### src/bridge_window_config_regs.svh
// register offsets, field positions and reset values of the bridge window registers
`ifndef BRIDGE_WINDOW_CONFIG_REGS_SVH
`define BRIDGE_WINDOW_CONFIG_REGS_SVH

`define OFF_IO_WINDOW_LOW      8'h1c
`define OFF_PREF_WINDOW_LOW    8'h24
`define OFF_PREF_BASE_UPPER    8'h28
`define OFF_PREF_LIMIT_UPPER   8'h2c
`define OFF_IO_UPPER           8'h30
`define OFF_CAP_POINTER        8'h34
`define OFF_INTR_BRIDGE        8'h3c
`define OFF_DECISION_STATUS    8'h48

`define RST_ZERO32             32'h0000_0000
`define RST_ZERO16             16'h0000
`define RST_ZERO12             12'h000
`define RST_ZERO8              8'h00
`define RST_ZERO4              4'h0
`define CAP_POINTER_VALUE      8'h40
`define PREF_ADDR64_CODE       4'h1

`define BC_PARITY_RESPONSE     0
`define BC_ERR_FORWARD         1
`define BC_ISA_ENABLE          2
`define BC_VGA_ENABLE          3
`define BC_VGA_DECODE16        4
`define BC_WIDTH               5

`define VGA_MEM_LOW            64'h0000_0000_000a_0000
`define VGA_MEM_HIGH           64'h0000_0000_000b_ffff
`define VGA_IO_MONO_LOW        10'h3b0
`define VGA_IO_MONO_HIGH       10'h3bb
`define VGA_IO_COLOR_LOW       10'h3c0
`define VGA_IO_COLOR_HIGH      10'h3df
`define ISA_ALIAS_MASK         2'h0
`define LOW_BITS20_ONES        20'hf_ffff
`define LOW_BITS20_ZERO        20'h0_0000
`define LOW_BITS12_ONES        12'hfff
`define LOW_BITS12_ZERO        12'h000

`endif

### src/placeholder_never.sv
// empty unit kept intentionally minimal
`timescale 1ns/1ps
`default_nettype none
`default_nettype wire

### src/bridge_window_pkg.sv
// types shared by the bridge window register bank
package bridge_window_pkg;
   typedef enum logic [1:0] {
      bus_idle = 2'b01,
      bus_ack  = 2'b10
   } bus_state_type;
endpackage : bridge_window_pkg

### src/bridge_window_config_regs.sv
// bridge window configuration registers with forwarding decision
// Functional notes
// - prefetch limit upper 32 bits, read-write, reset zero, used for forwarding
// - io base upper 16 bits in bits 15:0, read-write, reset zero
// - io limit upper 16 bits in bits 31:16, read-write, reset zero
// - capability pointer byte is read-only and returns 40h
// - interrupt pin byte read-only, reset 00h, sideband load may replace it
// - bridge control bit 16 enables poisoned tlp detection on secondary side
// - bridge control bit 17 enables error message forwarding secondary to primary
// - bit 18 sends window io in first 64KB, top 768 bytes per 1KB, upstream
// - bit 19 forwards vga memory and io ranges when set, ignores when clear
// - vga memory range is 000a0000h to 000bffffh inclusive
// - vga io in first 64KB with bits 9:0 in 3b0-3bbh or 3c0-3dfh
// - bit 20 selects 10-bit or 16-bit vga io address decode
// - prefetch base upper 32 bits, read-write, reset zero, pairs with limit
`include "bridge_window_config_regs.svh"
`timescale 1ns/1ps
`default_nettype none

module bridge_window_config_regs (
   input  wire logic        clk,
   input  wire logic        resetn,
   input  wire logic [7:0]  address,
   input  wire logic        read,
   input  wire logic        write,
   input  wire logic [31:0] writedata,
   input  wire logic [3:0]  byteenable,
   output var  logic [31:0] readdata,
   output var  logic        waitrequest,
   input  wire logic        pin_load,
   input  wire logic [7:0]  pin_load_value,
   input  wire logic        txn_valid,
   input  wire logic        txn_is_io,
   input  wire logic [63:0] txn_addr,
   output var  logic        fwd_valid,
   output var  logic        fwd_downstream,
   output var  logic        fwd_isa_upstream,
   output var  logic        fwd_vga_hit,
   output var  logic        poison_detect_enable,
   output var  logic        secondary_error_forward_enable
);

   bridge_window_pkg::bus_state_type bus_state_r;
   logic [31:0] readdata_r;
   logic [31:0] readdata_nxt;
   logic        accept;
   logic        wr_go;

   logic [31:0] pref_base_upper_r;
   logic [31:0] pref_limit_upper_r;
   logic [11:0] pref_base_low_r;
   logic [11:0] pref_limit_low_r;
   logic [15:0] io_base_upper_r;
   logic [15:0] io_limit_upper_r;
   logic [3:0]  io_base_low_r;
   logic [3:0]  io_limit_low_r;
   logic [7:0]  int_line_r;
   logic [7:0]  int_pin_r;
   logic [`BC_WIDTH-1:0] bridge_ctl_r;

   logic        fwd_valid_r;
   logic        fwd_down_r;
   logic        fwd_isa_r;
   logic        fwd_vga_r;
   logic [3:0]  decision_count_r;

   logic [63:0] pref_base;
   logic [63:0] pref_limit;
   logic [63:0] io_base;
   logic [63:0] io_limit;
   logic        win_hit;
   logic        isa_up;
   logic        vga_hit;
   logic        down_nxt;

   // byte-lane merge of a write into an existing word
   function automatic logic [31:0] merge(input logic [31:0] old_v,
                                         input logic [31:0] new_v,
                                         input logic [3:0]  be);
      logic [31:0] res;
      res = old_v;
      for (int i = 0; i < 4; i++) begin
         if (be[i]) begin
            res[i*8 +: 8] = new_v[i*8 +: 8];
         end
      end
      return res;
   endfunction : merge

   function automatic logic in_range(input logic [63:0] a,
                                     input logic [63:0] lo,
                                     input logic [63:0] hi);
      return (a >= lo) && (a <= hi);
   endfunction : in_range

   // first 64KB test shared by isa and vga io decode
   function automatic logic low64k(input logic [63:0] a);
      return a[63:16] == 48'h0000_0000_0000;
   endfunction : low64k

   // bus handshake: one wait cycle, then a single ack cycle
   // a second request is taken only after the ack cycle
   assign accept = (read || write) && (bus_state_r == bridge_window_pkg::bus_idle);
   assign wr_go  = write && (bus_state_r == bridge_window_pkg::bus_ack);

   always_ff @(posedge clk or negedge resetn) begin
      if (!resetn) begin
         bus_state_r <= bridge_window_pkg::bus_idle;
      end else begin
         case (bus_state_r)
            bridge_window_pkg::bus_idle: begin
               if (accept) begin
                  bus_state_r <= bridge_window_pkg::bus_ack;
               end
            end
            bridge_window_pkg::bus_ack: begin
               bus_state_r <= bridge_window_pkg::bus_idle;
            end
            default: begin
               bus_state_r <= bridge_window_pkg::bus_idle;
            end
         endcase
      end
   end

   // idle and reset show wait, so no request is acked early
   always_ff @(posedge clk or negedge resetn) begin
      if (!resetn) begin
         waitrequest <= 1'b1;
      end else begin
         waitrequest <= !accept;
      end
   end

   always_comb begin
      readdata_nxt = `RST_ZERO32;
      case (address)
         `OFF_IO_WINDOW_LOW: begin
            readdata_nxt[7:4]   = io_base_low_r;
            readdata_nxt[15:12] = io_limit_low_r;
         end
         `OFF_PREF_WINDOW_LOW: begin
            readdata_nxt[3:0]   = `PREF_ADDR64_CODE;
            readdata_nxt[15:4]  = pref_base_low_r;
            readdata_nxt[19:16] = `PREF_ADDR64_CODE;
            readdata_nxt[31:20] = pref_limit_low_r;
         end
         `OFF_PREF_BASE_UPPER:  readdata_nxt = pref_base_upper_r;
         `OFF_PREF_LIMIT_UPPER: readdata_nxt = pref_limit_upper_r;
         `OFF_IO_UPPER:         readdata_nxt = {io_limit_upper_r, io_base_upper_r};
         `OFF_CAP_POINTER:      readdata_nxt[7:0] = `CAP_POINTER_VALUE;
         `OFF_INTR_BRIDGE: begin
            readdata_nxt[7:0]   = int_line_r;
            readdata_nxt[15:8]  = int_pin_r;
            readdata_nxt[20:16] = bridge_ctl_r;
         end
         `OFF_DECISION_STATUS: begin
            readdata_nxt[0]   = fwd_valid_r;
            readdata_nxt[1]   = fwd_down_r;
            readdata_nxt[2]   = fwd_isa_r;
            readdata_nxt[3]   = fwd_vga_r;
            readdata_nxt[7:4] = decision_count_r;
         end
         default: readdata_nxt = `RST_ZERO32;
      endcase
   end

   // read data loaded together with the ack, stands during it
   always_ff @(posedge clk or negedge resetn) begin
      if (!resetn) begin
         readdata_r <= `RST_ZERO32;
      end else if (accept && read) begin
         readdata_r <= readdata_nxt;
      end
   end
   assign readdata = readdata_r;

   always_ff @(posedge clk or negedge resetn) begin
      if (!resetn) begin
         pref_base_upper_r  <= `RST_ZERO32;
         pref_limit_upper_r <= `RST_ZERO32;
      end else if (wr_go) begin
         if (address == `OFF_PREF_BASE_UPPER) begin
            pref_base_upper_r <= merge(pref_base_upper_r, writedata, byteenable);
         end
         if (address == `OFF_PREF_LIMIT_UPPER) begin
            pref_limit_upper_r <= merge(pref_limit_upper_r, writedata, byteenable);
         end
      end
   end

   always_ff @(posedge clk or negedge resetn) begin
      if (!resetn) begin
         io_base_upper_r  <= `RST_ZERO16;
         io_limit_upper_r <= `RST_ZERO16;
      end else if (wr_go && address == `OFF_IO_UPPER) begin
         // io upper: lanes 0-1 base, lanes 2-3 limit
         if (byteenable[0]) begin
            io_base_upper_r[7:0] <= writedata[7:0];
         end
         if (byteenable[1]) begin
            io_base_upper_r[15:8] <= writedata[15:8];
         end
         if (byteenable[2]) begin
            io_limit_upper_r[7:0] <= writedata[23:16];
         end
         if (byteenable[3]) begin
            io_limit_upper_r[15:8] <= writedata[31:24];
         end
      end
   end

   // window low fields, only the writable address bits are held
   always_ff @(posedge clk or negedge resetn) begin
      if (!resetn) begin
         pref_base_low_r  <= `RST_ZERO12;
         pref_limit_low_r <= `RST_ZERO12;
         io_base_low_r    <= `RST_ZERO4;
         io_limit_low_r   <= `RST_ZERO4;
      end else if (wr_go) begin
         // type code nibbles are constants and never stored
         if (address == `OFF_PREF_WINDOW_LOW) begin
            if (byteenable[0]) begin
               pref_base_low_r[3:0] <= writedata[7:4];
            end
            if (byteenable[1]) begin
               pref_base_low_r[11:4] <= writedata[15:8];
            end
            if (byteenable[2]) begin
               pref_limit_low_r[3:0] <= writedata[23:20];
            end
            if (byteenable[3]) begin
               pref_limit_low_r[11:4] <= writedata[31:24];
            end
         end
         if (address == `OFF_IO_WINDOW_LOW) begin
            io_base_low_r  <= byteenable[0] ? writedata[7:4] : io_base_low_r;
            io_limit_low_r <= byteenable[1] ? writedata[15:12] : io_limit_low_r;
         end
      end
   end

   always_ff @(posedge clk or negedge resetn) begin
      if (!resetn) begin
         int_line_r   <= `RST_ZERO8;
         bridge_ctl_r <= {`BC_WIDTH{1'b0}};
      end else if (wr_go && address == `OFF_INTR_BRIDGE) begin
         if (byteenable[0]) begin
            int_line_r <= writedata[7:0];
         end
         if (byteenable[2]) begin
            bridge_ctl_r <= writedata[20:16];
         end
      end
   end

   // pin byte is read-only to software; only the sideband load changes it
   always_ff @(posedge clk or negedge resetn) begin
      if (!resetn) begin
         int_pin_r <= `RST_ZERO8;
      end else if (pin_load) begin
         int_pin_r <= pin_load_value;
      end
   end

   // registered copies: enables follow the control bits one cycle late
   always_ff @(posedge clk or negedge resetn) begin
      if (!resetn) begin
         poison_detect_enable           <= 1'b0;
         secondary_error_forward_enable <= 1'b0;
      end else begin
         poison_detect_enable           <= bridge_ctl_r[`BC_PARITY_RESPONSE];
         secondary_error_forward_enable <= bridge_ctl_r[`BC_ERR_FORWARD];
      end
   end

   // assembled window bounds
   assign pref_base  = {pref_base_upper_r, pref_base_low_r, `LOW_BITS20_ZERO};
   assign pref_limit = {pref_limit_upper_r, pref_limit_low_r, `LOW_BITS20_ONES};
   assign io_base    = {32'h0000_0000, io_base_upper_r, io_base_low_r, `LOW_BITS12_ZERO};
   assign io_limit   = {32'h0000_0000, io_limit_upper_r, io_limit_low_r, `LOW_BITS12_ONES};

   assign win_hit = txn_is_io ? in_range(txn_addr, io_base, io_limit)
                              : in_range(txn_addr, pref_base, pref_limit);

   // alias test: bits 9:8 nonzero marks the top 768 bytes of a 1KB block
   assign isa_up = txn_is_io && bridge_ctl_r[`BC_ISA_ENABLE] && win_hit &&
                   low64k(txn_addr) && (txn_addr[9:8] != `ISA_ALIAS_MASK);

   // 10-bit decode ignores bits 15:10, so aliases across the 64KB also hit
   always_comb begin
      vga_hit = 1'b0;
      if (bridge_ctl_r[`BC_VGA_ENABLE]) begin
         if (txn_is_io) begin
            vga_hit = low64k(txn_addr) &&
                      (!bridge_ctl_r[`BC_VGA_DECODE16] ||
                       txn_addr[15:10] == 6'h00) &&
                      (in_range({54'h0, txn_addr[9:0]}, {54'h0, `VGA_IO_MONO_LOW},
                                {54'h0, `VGA_IO_MONO_HIGH}) ||
                       in_range({54'h0, txn_addr[9:0]}, {54'h0, `VGA_IO_COLOR_LOW},
                                {54'h0, `VGA_IO_COLOR_HIGH}));
         end else begin
            vga_hit = in_range(txn_addr, `VGA_MEM_LOW, `VGA_MEM_HIGH);
         end
      end
   end

   assign down_nxt = vga_hit || (win_hit && !isa_up);

   // decision registered one cycle after the query
   always_ff @(posedge clk or negedge resetn) begin
      if (!resetn) begin
         fwd_valid_r <= 1'b0;
         fwd_down_r  <= 1'b0;
         fwd_isa_r   <= 1'b0;
         fwd_vga_r   <= 1'b0;
      end else begin
         fwd_valid_r <= txn_valid;
         if (txn_valid) begin
            fwd_down_r <= down_nxt;
            fwd_isa_r  <= isa_up;
            fwd_vga_r  <= vga_hit;
         end
      end
   end

   // wraps at 16; software sees the whole 4-bit count in bits 7:4
   always_ff @(posedge clk or negedge resetn) begin
      if (!resetn) begin
         decision_count_r <= `RST_ZERO4;
      end else if (txn_valid) begin
         decision_count_r <= decision_count_r + 4'h1;
      end
   end

   assign fwd_valid        = fwd_valid_r;
   assign fwd_downstream   = fwd_down_r;
   assign fwd_isa_upstream = fwd_isa_r;
   assign fwd_vga_hit      = fwd_vga_r;

endmodule : bridge_window_config_regs

`default_nettype wire

### config.mk
export PLATFORM = sky130hd
export DESIGN_NAME = bridge_window_config_regs
export DESIGN_NICKNAME = d
export VERILOG_FILES = /design/src/placeholder_never.sv /design/src/bridge_window_pkg.sv /design/src/bridge_window_config_regs.sv
export VERILOG_INCLUDE_DIRS = /design/src
export SDC_FILE = /design/constraint.sdc
export NUM_CORES = 1
export LEC_CHECK = 0
export ABC_AREA = 1
export ABC_CLOCK_PERIOD_IN_PS = 1800
export BUFFER_PORTS_ARGS = -buffer_cell sky130_fd_sc_hd__buf_2
export CORE_ASPECT_RATIO = 1.75
export CORE_MARGIN = 4
export CORE_UTILIZATION = 53
export DETAILED_ROUTE_END_ITERATION = 8
export HOLD_SLACK_MARGIN = 0.02
export PLACE_DENSITY = 0.77
export SLEW_MARGIN = 20
export SYNTH_ARGS = -nofsm -noshare
export SYNTH_HDL_FRONTEND = slang
export SYNTH_SLANG_ARGS = --single-unit
### constraint.sdc
create_clock -name clk -period 1.8 [get_ports clk]
set_clock_uncertainty 0.2 [all_clocks]
set_input_delay 0.54 -clock clk [delete_from_list [all_inputs] [get_ports clk]]
set_output_delay 0.54 -clock clk [all_outputs]
set_load 0.01 [all_outputs]
Word level (Yosys, flattened, before mapping)

Index checks and enable logic that the tools add are counted.

Register bits: 194
Output and inout port bits: 39

Add/sub/neg operators: 1
$lt $le $gt $ge: 10
Eq/ne operators: 11
Multiplexer cells: 11
Reduce and logical (&&, ||, !) cells: 47

Operators with widths:

| kind                                                                    | number |
|---|---|
| 64-bit by 20-bit >= comparator with 1-bit output, second input constant | 1 |
| 64-bit by 32-bit >= comparator with 1-bit output                        | 1 |
| 64-bit >= comparator                                                    | 1 |
| 64-bit by 20-bit <= comparator with 1-bit output, second input constant | 1 |
| 64-bit by 32-bit <= comparator with 1-bit output                        | 1 |
| 64-bit <= comparator                                                    | 1 |
| 8-bit by 6-bit equality test with 1-bit output, second input constant   | 6 |
| 48-bit zero test                                                        | 1 |
| 4-bit one-hot mux with 6 select lines                                   | 2 |
| 11-bit one-hot mux with 4 select lines                                  | 1 |
| 3-bit AND reduction                                                     | 14 |
| 4-bit one-hot mux with 8 select lines                                   | 1 |
| 5-bit one-hot mux with 5 select lines                                   | 1 |
| 10-bit >= comparator, second input constant                             | 2 |
| 10-bit <= comparator, second input constant                             | 2 |
| 4-bit one-hot mux with 5 select lines                                   | 1 |
| 1-bit logical AND                                                       | 17 |
| 2-bit AND reduction                                                     | 6 |
| 8-bit by 5-bit equality test with 1-bit output, second input constant   | 1 |
| 8-bit by 7-bit equality test with 1-bit output, second input constant   | 1 |
| 6-bit zero test                                                         | 1 |
| 4-bit by 1-bit adder with 4-bit output, second input constant           | 1 |
| 1-bit logical OR                                                        | 4 |
| 2-bit two-way mux                                                       | 2 |
| other kinds (6)                                                         | 10 |

Logic depth before layout (Yosys ltp)

Word-level depth: 9
Mapped depth: 17
Gate-level depth less buffers: 17

Worst setup path after synthesis

Ideal clock, no wire load.

Kind: input port to flip-flop
Start point: input txn_addr[31]
End point: register fwd_down_r, in the netlist fwd_downstream
Library setup time: 0.119 ns
Data arrival time: 1.705 ns
Required time: 1.481 ns
Setup slack: -0.224 ns
Cell stages on the path: 14
Buffers on the path: 0
Cell sequence: ha_1 nand2_1 nor2_1 nand2_1 nor2_1 nand2_1 nor2_1 nor2_1 nand2_1 nand3_1 nor2_1 nor2_1 nand2_1 nand2_1

Word-level cells in the longest chain between the ends: 9
Elaborated cells on any way between the ends: 21
Classes of those cells: order compare: 6; mux: 3; reduce/logical: 12

Ends and longest elaborated chain:

| element                                            | line                             | source |
|---|---|---|
| start, declared                                    | bridge_window_config_regs.sv:34  | `input wire logic [63:0] txn_addr,` |
| 64-bit >= comparator, or another cell as far along | bridge_window_config_regs.sv:93  | `return (a >= lo) && (a <= hi);` |
| 1-bit logical AND                                  | bridge_window_config_regs.sv:93  |  |
| 1-bit two-way mux                                  | bridge_window_config_regs.sv:283 | `assign win_hit = txn_is_io ? in_range(txn_addr, io_base, io_limit)` |
| 1-bit logical AND (3 in a row)                     | bridge_window_config_regs.sv:287 | `` assign isa_up = txn_is_io && bridge_ctl_r[`BC_ISA_ENABLE] && win_hit && `` |
| 1-bit zero test                                    | bridge_window_config_regs.sv:308 | `assign down_nxt = vga_hit \|\| (win_hit && !isa_up);` |
| 1-bit logical AND                                  | bridge_window_config_regs.sv:308 |  |
| 1-bit logical OR (*)                               | bridge_window_config_regs.sv:308 |  |
| end signal, assigned                               | bridge_window_config_regs.sv:320 | `fwd_down_r <= down_nxt;` |
| end, declared                                      | bridge_window_config_regs.sv:62  | `logic fwd_down_r;` |

Mark *: on every way between the ends. The rest lies on a longest branch, timed or not.
A chain may end at the register's enable or synchronous reset.

Final worst setup path

Start point: register pref_base_upper_r[19]
End point: register fwd_down_r, in the netlist fwd_downstream

Word-level cells in the longest chain between the ends: 9

Ends and longest elaborated chain:

| element                        | line                             | source |
|---|---|---|
| start, declared                | bridge_window_config_regs.sv:49  | `logic [31:0] pref_base_upper_r;` |
| start signal, assigned         | bridge_window_config_regs.sv:180 | `` pref_base_upper_r <= `RST_ZERO32; `` |
| start signal, assigned         | bridge_window_config_regs.sv:184 | `pref_base_upper_r <= merge(pref_base_upper_r, writedata, byteenable);` |
| 64-bit >= comparator (*)       | bridge_window_config_regs.sv:93  |  |
| 1-bit logical AND (*)          | bridge_window_config_regs.sv:93  |  |
| 1-bit two-way mux (*)          | bridge_window_config_regs.sv:283 |  |
| 1-bit logical AND (3 in a row) | bridge_window_config_regs.sv:287 |  |
| 1-bit zero test                | bridge_window_config_regs.sv:308 |  |
| 1-bit logical AND (*)          | bridge_window_config_regs.sv:308 |  |
| 1-bit logical OR (*)           | bridge_window_config_regs.sv:308 |  |

Marks and branches as above.

==> impl_metrics.toml <==
[placement]
portBuffers = 161
post-place-ws_ns = -0.622
hpwl_mm = 30.7
dp_cells = 2170
place_area_um2 = 14800
routabilityCongestion = 0.999

[setup_path]
critPathKind = "reg2reg"
critPathCaptureType = "flop"
rr_worst_depth = 14
rr_endpoint = "fwd_downstream"
arrival_ns = 2.30
r2r_setup_slack_ns = -0.35
r2r-start = "pref_base_upper_r[19]"
crit_buf_inv = 2
cpMostUsedCell = "nand2_1"
path_max_fanout = 2
slowest_delay_ns = 0.40
cpLargestDelayFamily = "simple AND/OR/NAND/NOR gates"
critPathRequiredTime_ns = 1.95
cp_cell_sequence = "inv_1, ha_1, nand2_1, inv_1, nand2_2, nand2_2, nand2_1, nand2_1, a21oi_2, nand4_1, nand3_1, nand2_1, nand2_1, nand2_1"
crit_slowest_cell = "dfrtp_1"
start_kind = "flop"

[pwr]
p_per_area_nw_per_um2 = 635
p_sw_mw = 2.93
p_int_mw = 7.42
switching_share_pct = 28.3
p_leak_nw = 8.08
clock_power_share_pct = 37.2
peakVddDrop_v = 0.000658
p_comb_share_pct = 18.2
seqPwrFrac_pct = 44.6

[drt]
via_per_inst = 5.50
vias = 12300
drt.antenna.violating_nets = 0
drc_errors = 0
wirelength_mm = 40.8
first_pass_iters = 5
drt_iter0_drc = 917
wire_per_inst_um = 18.2

[floorplan]
die_h_um = 208
initial_core_util_pct = 54.2
fp.dieArea_um2 = 25300
rows = 72
die_width_um = 122
coreArea_um2 = 22300
ioPinCount = 162

[sta]
period_minus_slack_ns = 2.15
finalHoldViolations = 0
clock.fmax_ghz = 0.464
worst_hold_slack_ns = 0.0788
worst_slew_pin_slew_ns = 0.373
rsz0062_at_grt = "true"
setup_slack_ns = -0.355
post-route-period-util_pct = 120
slew_viol_final = 0
setup_violations = 5
slew_headroom_pct = 75.2

[layout]
fin_util_pct = 73.3
final_area_um2 = 16300
nets = 2176
drive_gt1_share_pct = 31.3
final_common_cell = "nand2_1"
fin_cells = 2237
area_delta_synth_final_pct = 35.1
layout_common_cells = "382 x nand2_1, 219 x buf_4, 215 x inv_1"

[logic_synthesis]
ys_types = 44
ys_warn_count = 0
ys_seq_area_share_pct = 40.2
synth_top_area_share_pct = 39.8
yosys.area_share.simple_pct = 20.7
synth-xor-area-share_pct = 0.218
yosys-top-cells-area = "dfrtp_1 40%, ha_1 13%, nand2_1 13%"
avgSynthCellArea_um2 = 7.83
muxShareOfSynthArea_pct = 0.373
ys_ff_latch = 194
yosys.area.top_type = "dfrtp_1"
synth.cell_area_um2 = 12100
synth_top_family_by_area = "simple AND/OR/NAND/NOR gates"
synth_compound_area_share_pct = 15.3
synth_cells = 1542
yosys.area_share.adder_pct = 13.4
synthesis.nets = 1794

[global_routing]
grt_max_degree = 42
grt_pass1_vias = 12700
grt_use_total_pct = 32.4
overflow = 0
grt_pass1_wl_mm = 63.3
antenna_found_initial = 6

[clock_tree]
clkLatencyLatePin_ns = 0.46
cts_buffers = 17
cts_root_buf = "clkbuf_16"
clock_sinks = 194
cts_tree = "built"
clkTransAtPathRegs_ns = 0.07
clockBufferDepth = 2
cts_max_level = 4

[run]
cap_violations = 0

[min_path]
hold-path-cell-count = 2
hold_class = "in2reg"
min_from = "read"
worst_hold_path.endpoint = "bus_state_r[0]"

[run_status]
outcome = "finished with violations"
failed_checks = "setup timing"
==> area by class of cell <==
class,count,area (um2)
clock inverter,9,105
timing repair buffer,399,2810
inverter,248,952
fill,1647,5940
antenna,5,12.5
clock buffer,22,474
tap,296,370
sequential,194,4860
multi-input combinational,1064,6730
==> metrics by stage <==
| stage | power [mW] | setup TNS (ns) |
|---|---|---|
| after detailed placement | 6.35 | -73.56 |
| after floorplan | 5.45 | -0.389 |
| after CTS | 10.3 | -0.433 |
| after global routing | 10.8 | -1.02 |
| final | 10.3 | -0.661 |
| after global placement | 6.28 | -70.22 |
==> Yosys cell counts (all sizes together) <==
cell and number:
nand2 427, inv 247, o21ai 199, dfrtp 192, ha 129, nor2 108, a21oi 54, o22ai 48
buf 29, nand3 26, nand4 17, nor3 15, a211oi 8, a21o 7, clkbuf 7, a221oi 4
mux2 4, xor2 3, dfstp 2, o2111ai 2, o21a 2, o221ai 2, o31ai 2, a21boi 1
a2bb2oi 1, a41oi 1, and2 1, and3 1, clkinv 1, nand3b 1, o211ai 1
==> power by group through the flow <==
| stage | Clock [mW] | Combinational (mW) | Sequential [mW] |
|---|---|---|---|
| after floorplan | 0 | 0.765 | 4.68 |
| after global placement | 0 | 1.59 | 4.69 |
| after detailed placement | 0 | 1.66 | 4.69 |
| after CTS | 3.88 | 1.77 | 4.61 |
| after global routing | 4.08 | 2.06 | 4.63 |
| final | 3.85 | 1.88 | 4.62 |
==> how the worst max path moves through the flow <==
stage / startpoint / end / slack (ns) / cells after the start
after floorplan: txn_addr[29] / fwd_downstream / -0.18 / 14
after global placement: address[1] / pref_base_upper_r[25] / -0.58 / 9
after detailed placement: address[1] / pref_base_upper_r[26] / -0.62 / 8
after CTS: io_base_upper_r[14] / fwd_downstream / -0.19 / 15
after global routing: pref_base_upper_r[19] / fwd_downstream / -0.46 / 14
final: pref_base_upper_r[19] / fwd_downstream / -0.35 / 14
==> layer usage <==
metal	part of all wire (%)	vias up	GRT usage, %
met3	5.8	180	5.78
met1	35	5776	34.9
met4	8.2	2	23.7
li1	-	5806	-
met5	0.029	-	0
met2	50	537	55.7
==> registers in the layout, summed over array words and instances, names as in the netlist, 2 cells and up <==
| signal | count |
|---|---|
| pref_base_upper_r | 32 |
| pref_limit_upper_r | 32 |
| io_base_upper_r | 16 |
| pref_base_low_r | 12 |
| readdata | 32 |
| io_base_low_r | 4 |
| decision_count_r | 4 |
| pref_limit_low_r | 12 |
| bus_state_r | 2 |
| io_limit_low_r | 4 |
| bridge_ctl_r | 5 |
| int_line_r | 8 |
| io_limit_upper_r | 16 |
| int_pin_r | 8 |
==> cells by family (layout without fill, tap and decap cells) <==
logic type	after synthesis	in the layout
flip-flops	194	194
AO/OA/AOI/OAI	332	332
buffers and inverters	284	678
adder cells (fa/ha/maj)	129	129
XOR/XNOR	3	3
multiplexers	4	4
AND/OR/NAND/NOR	596	596
other	0	5
==> repair_timing <==
action	4_1_cts	5_1_grt
gates resized for setup	95	62
setup endpoints to repair	60	108
hold buffers	1	0
pin swaps	33	22
buffers inserted	18	12
hold endpoints to repair	24	0
(Power assumes the default switching activity.)
